$ cat config.mk
export PLATFORM = sky130hd
export DESIGN_NAME = clock_detect_gpio_polarity
export DESIGN_NICKNAME = d
export VERILOG_FILES = /design/src/clk_ratio_meter.v /design/src/clock_detect_gpio_polarity.v
export VERILOG_INCLUDE_DIRS = /design/src
export SDC_FILE = /design/constraint.sdc
export NUM_CORES = 1
export LEC_CHECK = 0
export BUFFER_PORTS_ARGS = -buffer_cell sky130_fd_sc_hd__buf_4
export CORE_UTILIZATION = 55
export CTS_CLUSTER_SIZE = 12
export DETAILED_ROUTE_END_ITERATION = 10
export PLACE_DENSITY = 0.69
export SLEW_MARGIN = 5
export SYNTH_ARGS = -nofsm -noshare
export SYNTH_HDL_FRONTEND = slang
export SYNTH_SLANG_ARGS = --single-unit
$ cat constraint.sdc
create_clock -name clk -period 3.82 [get_ports clk]
set_input_delay 0.191 -clock clk [delete_from_list [all_inputs] [get_ports clk]]
set_output_delay 0.191 -clock clk [all_outputs]
set_load 0.02 [all_outputs]
$ cat src/clock_detect_defines.vh
// Purpose: shared constants for the clock detector and pin polarity bank
// Assumes: 250 MHz device clock, 8-bit register port
// Notes: counts are derived from the clock rate, not typed in by hand
`ifndef CLOCK_DETECT_DEFINES_VH
`define CLOCK_DETECT_DEFINES_VH

// ----------------------------------------------------------------
// register offsets
// ----------------------------------------------------------------
`define OFS_PIN_OUTPUT_POLARITY 8'h57
`define OFS_DIE_IDENTIFIER 8'h58
`define OFS_DETECTED_RATE_RATIO 8'h5B
`define OFS_BITCLK_RATIO_HIGH 8'h5C
`define OFS_BITCLK_RATIO_LOW 8'h5D

// ----------------------------------------------------------------
// field positions and reset values
// ----------------------------------------------------------------
`define POL_AUX_B_INVERT_BIT 5
`define POL_MUTE_INVERT_BIT 4
`define POL_AUX_A_INVERT_BIT 3
`define POL_RESET 8'h00
`define RATE_FIELD_MSB 6
`define RATE_FIELD_LSB 4
`define RATIO_FIELD_MSB 3
`define RATIO_FIELD_LSB 0
`define BITCLK_MSB_BIT 0
`define DETECT_RESET 8'h00

// ----------------------------------------------------------------
// rate class codes
// ----------------------------------------------------------------
`define RATE_ERR 3'h0
`define RATE_8K 3'h1
`define RATE_16K 3'h2
`define RATE_32_48K 3'h3
`define RATE_88_96K 3'h4
`define RATE_176_192K 3'h5
`define RATE_384K 3'h6
`define RATIO_ERR 4'h0

// ----------------------------------------------------------------
// timing: frame period windows in device clock cycles
// ----------------------------------------------------------------
`define CLK_HZ 250000000
`define MCLK_MAX_HZ 50000000
// mclk at or above the limit when mclk_cnt * CLK_HZ/MCLK_MAX_HZ >= period
`define MCLK_LIMIT_FACTOR (`CLK_HZ / `MCLK_MAX_HZ)
`define WIN_384K_MIN (`CLK_HZ / 400000)
`define WIN_384K_MAX (`CLK_HZ / 360000)
`define WIN_192K_MIN (`CLK_HZ / 200000)
`define WIN_192K_MAX (`CLK_HZ / 169000)
`define WIN_96K_MIN (`CLK_HZ / 100000)
`define WIN_96K_MAX (`CLK_HZ / 84500)
`define WIN_48K_MIN (`CLK_HZ / 50000)
`define WIN_48K_MAX (`CLK_HZ / 30500)
`define WIN_16K_MIN (`CLK_HZ / 16700)
`define WIN_16K_MAX (`CLK_HZ / 15300)
`define WIN_8K_MIN (`CLK_HZ / 8350)
`define WIN_8K_MAX (`CLK_HZ / 7650)

`endif

$ cat src/clk_ratio_meter.v
// Purpose: counts device clocks, master clocks and bit clocks per frame
// Assumes: clock inputs already synchronous to clk, frame edge = lrclk rise
// Notes: a missing frame clock ends a measurement by timeout
module clk_ratio_meter #(
    parameter PERIOD_W = 16,
    parameter MCLK_W = 12,
    parameter BCLK_W = 9
) (
    // system
    input wire clk,
    input wire rst,
    // sampled audio clocks
    input wire mclk_in,
    input wire bclk_in,
    input wire lrclk_in,
    // measurement result
    output reg [PERIOD_W-1:0] period_r,
    output reg [MCLK_W-1:0] mclk_cnt_r,
    output reg [BCLK_W-1:0] bclk_cnt_r,
    output reg done_r,
    output reg timeout_r
);

    reg mclk_d_r, bclk_d_r, lrclk_d_r, armed_r;
    reg [PERIOD_W-1:0] per_acc_r;
    reg [MCLK_W-1:0] mclk_acc_r;
    reg [BCLK_W-1:0] bclk_acc_r;

    wire frame_edge = lrclk_in & ~lrclk_d_r;
    wire mclk_edge = mclk_in & ~mclk_d_r;
    wire bclk_edge = bclk_in & ~bclk_d_r;
    wire per_full = &per_acc_r;

    always @(posedge clk or posedge rst)
    begin
        if (rst)
        begin
            mclk_d_r <= 1'b0;
            bclk_d_r <= 1'b0;
            lrclk_d_r <= 1'b0;
            armed_r <= 1'b0;
            per_acc_r <= {PERIOD_W{1'b0}};
            mclk_acc_r <= {MCLK_W{1'b0}};
            bclk_acc_r <= {BCLK_W{1'b0}};
            period_r <= {PERIOD_W{1'b0}};
            mclk_cnt_r <= {MCLK_W{1'b0}};
            bclk_cnt_r <= {BCLK_W{1'b0}};
            done_r <= 1'b0;
            timeout_r <= 1'b0;
        end
        else
        begin
            mclk_d_r <= mclk_in;
            bclk_d_r <= bclk_in;
            lrclk_d_r <= lrclk_in;
            done_r <= 1'b0;
            timeout_r <= 1'b0;
            if (frame_edge | per_full)
            begin
                // the first frame edge only starts a window: no result yet
                if (armed_r | per_full)
                begin
                    period_r <= per_acc_r;
                    mclk_cnt_r <= mclk_acc_r;
                    bclk_cnt_r <= bclk_acc_r;
                    done_r <= 1'b1;
                    timeout_r <= per_full;
                end
                armed_r <= frame_edge;
                per_acc_r <= {{(PERIOD_W-1){1'b0}}, 1'b1};
                mclk_acc_r <= {{(MCLK_W-1){1'b0}}, mclk_edge};
                bclk_acc_r <= {{(BCLK_W-1){1'b0}}, bclk_edge};
            end
            else
            begin
                per_acc_r <= per_acc_r + 1'b1;
                // counters stick at full scale rather than wrap
                if (mclk_edge && !(&mclk_acc_r))
                    mclk_acc_r <= mclk_acc_r + 1'b1;
                if (bclk_edge && !(&bclk_acc_r))
                    bclk_acc_r <= bclk_acc_r + 1'b1;
            end
        end
    end

endmodule

$ cat src/clock_detect_gpio_polarity.v
// Purpose: pin polarity register, die code and clock detector readback
// Assumes: byte register port fed by the serial control engine
// Notes: detector fields are read only; host writes never disturb them
//
// Overview of operation
// bit 5 inverts selected aux pin b
// bit 4 inverts selected mute output
// bit 3 inverts selected aux pin a
// polarity register resets to zero
// read-only 8-bit die code register
// 3-bit detected sampling rate class
// 4-bit detected master clock ratio
// ratio codes 0000 error, then 32..2048
// flag error on unsupported rate/ratio combination
// source gives enough mclk ratio without pll
// source keeps master clock below 50 MHz
// 9-bit bit-clock ratio split over two registers
// ratio equals bit clocks per frame
// one bit clock per frame may be unreliable
// detector fields read zero after reset
// polarity applies after source selection
// host writes leave measured fields untouched
// reserved bits store and return written values
`include "clock_detect_defines.vh"

module clock_detect_gpio_polarity #(
    parameter [7:0] DIE_CODE = 8'h5A, // arbitrary value
    parameter [3:0] MIN_RATIO_CODE_NO_PLL = 4'h6,
    parameter PERIOD_W = 16
) (
    // system
    input wire clk,
    input wire rst,
    // register port
    input wire [7:0] reg_addr,
    input wire [7:0] reg_wdata,
    input wire reg_wr,
    input wire reg_rd,
    output reg [7:0] reg_rdata_r,
    // audio clocks, sampled on clk
    input wire mclk_in,
    input wire bclk_in,
    input wire lrclk_in,
    input wire pll_enable,
    // selected pin sources from the output multiplexers
    input wire aux_a_selected,
    input wire mute_selected,
    input wire aux_b_selected,
    // pins
    output reg aux_pin_a_r,
    output reg mute_pin_r,
    output reg aux_pin_b_r,
    output reg clock_error_r
);

    // ----------------------------------------------------------------
    // registers
    // ----------------------------------------------------------------
    reg [7:0] polarity_r;
    reg rate_rsv_r;
    reg [6:0] bitclk_hi_rsv_r;
    reg [2:0] detected_rate_class_r;
    reg [3:0] detected_master_ratio_r;
    reg [8:0] detected_bitclk_ratio_r;
    reg [2:0] rate_nxt;
    reg [3:0] ratio_nxt;
    reg combo_bad;
    reg [7:0] rdata_nxt;
    integer i;

    wire [PERIOD_W-1:0] period;
    wire [11:0] mclk_cnt;
    wire [8:0] bclk_cnt;
    wire meas_done;
    wire meas_timeout;

    // ----------------------------------------------------------------
    // measurement
    // ----------------------------------------------------------------
    clk_ratio_meter #(
        .PERIOD_W(PERIOD_W),
        .MCLK_W(12),
        .BCLK_W(9)
    ) meter (
        .clk(clk),
        .rst(rst),
        .mclk_in(mclk_in),
        .bclk_in(bclk_in),
        .lrclk_in(lrclk_in),
        .period_r(period),
        .mclk_cnt_r(mclk_cnt),
        .bclk_cnt_r(bclk_cnt),
        .done_r(meas_done),
        .timeout_r(meas_timeout)
    );

    // nominal master clock multiple for each ratio code
    function [11:0] ratio_of;
        input [3:0] code;
        begin
            case (code)
                4'h1: ratio_of = 12'd32;
                4'h2: ratio_of = 12'd48;
                4'h3: ratio_of = 12'd64;
                4'h4: ratio_of = 12'd128;
                4'h5: ratio_of = 12'd192;
                4'h6: ratio_of = 12'd256;
                4'h7: ratio_of = 12'd384;
                4'h8: ratio_of = 12'd512;
                4'h9: ratio_of = 12'd768;
                4'hA: ratio_of = 12'd1024;
                4'hB: ratio_of = 12'd1152;
                4'hC: ratio_of = 12'd1536;
                4'hD: ratio_of = 12'd2048;
                default: ratio_of = 12'd0;
            endcase
        end
    endfunction

    // ----------------------------------------------------------------
    // classification
    // ----------------------------------------------------------------
    always @*
    begin
        rate_nxt = `RATE_ERR;
        if (meas_timeout)
            rate_nxt = `RATE_ERR;
        else if (period >= `WIN_384K_MIN && period <= `WIN_384K_MAX)
            rate_nxt = `RATE_384K;
        else if (period >= `WIN_192K_MIN && period <= `WIN_192K_MAX)
            rate_nxt = `RATE_176_192K;
        else if (period >= `WIN_96K_MIN && period <= `WIN_96K_MAX)
            rate_nxt = `RATE_88_96K;
        else if (period >= `WIN_48K_MIN && period <= `WIN_48K_MAX)
            rate_nxt = `RATE_32_48K;
        else if (period >= `WIN_16K_MIN && period <= `WIN_16K_MAX)
            rate_nxt = `RATE_16K;
        else if (period >= `WIN_8K_MIN && period <= `WIN_8K_MAX)
            rate_nxt = `RATE_8K;
    end

    // sampled mclk edges jitter by one, so each code accepts +/-1
    always @*
    begin
        ratio_nxt = `RATIO_ERR;
        for (i = 1; i <= 13; i = i + 1)
        begin
            if (!meas_timeout &&
                mclk_cnt + 12'd1 >= ratio_of(i[3:0]) &&
                mclk_cnt <= ratio_of(i[3:0]) + 12'd1)
                ratio_nxt = i[3:0];
        end
    end

    // legal ratio may still pair badly with the rate
    always @*
    begin
        combo_bad = 1'b0;
        if ({4'h0, mclk_cnt} * `MCLK_LIMIT_FACTOR >= {16'h0000, period})
            combo_bad = 1'b1;
        if (!pll_enable && ratio_nxt < MIN_RATIO_CODE_NO_PLL)
            combo_bad = 1'b1;
    end

    // ----------------------------------------------------------------
    // detector result registers
    // ----------------------------------------------------------------
    always @(posedge clk or posedge rst)
    begin
        if (rst)
        begin
            detected_rate_class_r <= 3'h0;
            detected_master_ratio_r <= 4'h0;
            detected_bitclk_ratio_r <= 9'h000;
            clock_error_r <= 1'b0;
        end
        else if (meas_done)
        begin
            // only the meter updates these; host writes never reach them
            detected_rate_class_r <= rate_nxt;
            detected_master_ratio_r <= ratio_nxt;
            // a one-clock-per-frame bit clock gives whatever it counts
            detected_bitclk_ratio_r <= bclk_cnt;
            clock_error_r <= (rate_nxt == `RATE_ERR) |
                (ratio_nxt == `RATIO_ERR) | combo_bad;
        end
    end

    // ----------------------------------------------------------------
    // host writes
    // ----------------------------------------------------------------
    always @(posedge clk or posedge rst)
    begin
        if (rst)
        begin
            polarity_r <= `POL_RESET;
            rate_rsv_r <= 1'b0;
            bitclk_hi_rsv_r <= 7'h00;
        end
        else if (reg_wr)
        begin
            case (reg_addr)
                `OFS_PIN_OUTPUT_POLARITY:
                    polarity_r <= reg_wdata;
                `OFS_DETECTED_RATE_RATIO:
                    rate_rsv_r <= reg_wdata[7];
                `OFS_BITCLK_RATIO_HIGH:
                    bitclk_hi_rsv_r <= reg_wdata[7:1];
                default:
                    polarity_r <= polarity_r;
            endcase
        end
    end

    // ----------------------------------------------------------------
    // host reads
    // ----------------------------------------------------------------
    always @*
    begin
        case (reg_addr)
            `OFS_PIN_OUTPUT_POLARITY:
                rdata_nxt = polarity_r;
            `OFS_DIE_IDENTIFIER:
                rdata_nxt = DIE_CODE;
            `OFS_DETECTED_RATE_RATIO:
                rdata_nxt = {rate_rsv_r, detected_rate_class_r,
                    detected_master_ratio_r};
            `OFS_BITCLK_RATIO_HIGH:
                rdata_nxt = {bitclk_hi_rsv_r,
                    detected_bitclk_ratio_r[8]};
            `OFS_BITCLK_RATIO_LOW:
                rdata_nxt = detected_bitclk_ratio_r[7:0];
            default:
                rdata_nxt = 8'h00;
        endcase
    end

    always @(posedge clk or posedge rst)
    begin
        if (rst)
            reg_rdata_r <= 8'h00;
        else if (reg_rd)
            reg_rdata_r <= rdata_nxt;
    end

    // ----------------------------------------------------------------
    // pin polarity
    // ----------------------------------------------------------------
    wire [2:0] pin_src = {aux_b_selected, mute_selected, aux_a_selected};
    wire [2:0] pin_inv = {polarity_r[`POL_AUX_B_INVERT_BIT],
        polarity_r[`POL_MUTE_INVERT_BIT],
        polarity_r[`POL_AUX_A_INVERT_BIT]};
    wire [2:0] pin_nxt;

    genvar g;
    generate
        for (g = 0; g < 3; g = g + 1)
        begin : pin_stage
            // inversion sits after the source mux, for any source
            assign pin_nxt[g] = pin_src[g] ^ pin_inv[g];
        end
    endgenerate

    always @(posedge clk or posedge rst)
    begin
        if (rst)
        begin
            aux_pin_a_r <= 1'b0;
            mute_pin_r <= 1'b0;
            aux_pin_b_r <= 1'b0;
        end
        else
        begin
            aux_pin_a_r <= pin_nxt[0];
            mute_pin_r <= pin_nxt[1];
            aux_pin_b_r <= pin_nxt[2];
        end
    end

endmodule

==> run summary <==
# IOs: 39
diode count: 0
Max-cap violations: 0
Starting Density: 56.9%
GPL Wtd Cong: 0.874
status: finished, violations left
Final Non-Filler Cells: 988
cell taking the most area after synthesis: dfrtp_1
Max Fclk: 0.276 GHz
required time worst endpoint: 4130 ps
class of the worst hold path: primary input to async pin
Seq cells post-synth: 124
Die Ht: 117 µm
clk_lat worst skew: 420 ps
highest routed metal layer: met4
FF-to-FF Start: meter.mclk_cnt_r[2]
vias per cell: 6.13
total CTS buffers: 17
met3 wire length: 1.04 mm
Avg Inst Size Synth: 9.69 µm²
WHS: -4.05 ps
vias in the first global route: 5680
startpoint types: flop
Vias: 6052
Critical Path Sink Type: flop
Yosys cell types: 73
Remaining DRCs: 0
Final Slew Violations: 0
FP Rows: 41
violated checks: hold timing
Most used DFF post-synth: dfrtp_1
transition time of the tightest slew-check pin: 954 ps
ys async rst share: 100%
Synth area leaders: dfrtp_1, ha_1, mux2_2, nor2_1, o21ai_0
most frequent cell after synthesis: dfrtp_1
maximum root-to-sink buffer count: 2
top-area cell type share of the netlist area: 42.7%
Peak VDD IR: 0.587 mV
Post-Syn Nets: 820
core region area: 12800 µm²
Final setup violation count: 0
share of cells above drive strength 1: 20.6%
first-pass GRT wire length: 29.4 mm
setup TNS: 0 ps
cell area after synthesis: 7270 µm²
area occupied by multi-input gates: 3930 µm²
Final Net Count: 873
CP Class: flop to flop
slew margin rel.: 36.4%
WL final: 18.2 mm
clk slew on worst S/H paths: 60 ps
clock sink total: 124
pin count of the biggest net entering global routing: 77
crit path max fanout: 4
initial antenna violation count: 0
total congestion overflow: 0
Final Skew: 10.8 ps
Post-synth EDFFs: 0
total chip power: 3.73 mW
number of fillers in the final layout: 1010
sequential area share after synthesis: 42.7%
met2 wire len: 8.20 mm
post-DP HPWL: 13.1 mm
area grow syn2layout: 18.0%
P_leak: 3.98 nW
port bufs: 38
GRT Total Usage: 28.7%
WP data arrival: 3920 ps
DR iter-0 viols: 800
DP Cell Count: 947
clock root buffer: clkbuf_16
power per standard cell area: 434 nW/µm²
Worst setup startpoint: meter.mclk_cnt_r[2]
Final period util: 94.7%
die area: 13700 µm²
synth warn: 0
final hold vios: 5
Core Util, Final: 67.1%
H-tree depth: 4
Tmin final: 3620 ps
post-DR wirelength/cell: 18.4 µm
First-pass DRT Iterations: 5
TritonCTS clock tree: done
Cells after Synth: 750
die width: 117 µm
Final ANT Viol Nets: 0
Sequential Area: 3100 µm²
WL met1: 8.60 mm
most common library cells after synthesis: dfrtp_1, nor2_1, nand2_1
==> cells in the final DEF, fill, tap and decap left out, types with 12 or more instances in the layout <==
cell type	n
nand2_1	56
nor2_1	75
o21ai_0	46
dfrtp_1	123
inv_1	41
xor2_1	18
nand3_1	23
a21oi_1	19
nand4_1	18
clkbuf_16	17
and3_1	12
o22ai_1	12
xnor2_1	20
buf_4	59
mux2_2	43
ha_1	40
==> area by class of cell <==
type,instances,share of cell area [%]
multi-input combinational,552,45.8
sequential,124,36.2
timing repair buffer,65,5.87
clock buffer,17,4.96
clock inverter,15,2.71
tap,172,2.51
inverter,43,1.91
==> layer usage <==
layer  vias up  GRT usage [%]
met2       178           42.4
met4         0           8.95
met5         -              0
li1       2835              -
met1      3008           41.9
met3        31           6.59
==> final timing paths <==
check                                      end  slack (ps)  cells past startpoint
hold / removal             meter.mclk_acc_r[1]          -4                      2
min in group clk                 polarity_r[1]          20                      2
setup reg to reg                 clock_error_r         200                     17
hold reg to reg            meter.bclk_cnt_r[4]         500                      1
setup / recovery                 clock_error_r         200                     17
max in group asynchronous  meter.bclk_acc_r[1]        2870                      3
==> through the flow <==
step,instance area [µm²],setup slack (ps),hold WS [ps]
floorplan,7270,307,222
global placement,7770,91.9,309
detailed placement,7770,-123,312
CTS,8490,7.11,9.62
global route,8580,-1.99,12.5
finish,8580,203,-4.05
==> kinds of logic after synthesis <==
kind of cell	count (synthesis)	share of synthesized area, %
xor+xnor	38	4.58
compound gates	168	15.8
buf+inv	74	4.10
flops	124	42.7
fa+ha+maj	43	7.51
mux	54	8.18
simple gates	249	17.2
==> registers in the layout, indices dropped and copies added, names as in the netlist <==
signal                   flops
meter.bclk_cnt_r             9
meter.mclk_acc_r            12
meter.armed_r                1
meter.bclk_acc_r             9
meter.done_r                 1
meter.lrclk_d_r              1
bitclk_hi_rsv_r              7
detected_master_ratio_r      4
meter.mclk_d_r               1
detected_rate_class_r        3
aux_pin_b_r                  1
meter.timeout_r              1
detected_bitclk_ratio_r      9
aux_pin_a_r                  1
meter.bclk_d_r               1
polarity_r                   8
meter.mclk_cnt_r            12
mute_pin_r                   1
reg_rdata_r                  8
clock_error_r                1
meter.period_r              16
meter.per_acc_r             16
rate_rsv_r                   1
==> power breakdown <==
group / internal, mW / switching, mW / total [mW] / leakage (nW)
combinational: 0.194 / 0.241 / 0.436 / 2.00
clock: 1.17 / 0.612 / 1.78 / 0.319
sequential: 1.40 / 0.108 / 1.51 / 1.66
==> worst max-delay path, stage by stage, from the launching register on <==
cell	delay [ps]
dfrtp_2	430
ha_1	330
ha_1	310
a21o_1	190
a21oi_2	160
o21ai_0	100
a21oi_1	220
o21ai_1	110
a211o_1	330
a31oi_2	180
xnor2_1	100
ha_1	180
a21o_1	190
a21oi_2	140
o21ai_2	70
a31oi_1	210
o311a_1	200
o2bb2ai_1	60
==> timing repair <==
| action | CTS | global route |
|---|---|---|
| pin swaps | 0 | 13 |
| resized for setup | 2 | 18 |
| endpoints found under the hold margin | 6 | 0 |
| hold buffers | 6 | 0 |
| buffers inserted | 0 | 3 |
| endpoints found under the setup margin | 1 | 1 |
(Power assumes the default switching activity.)
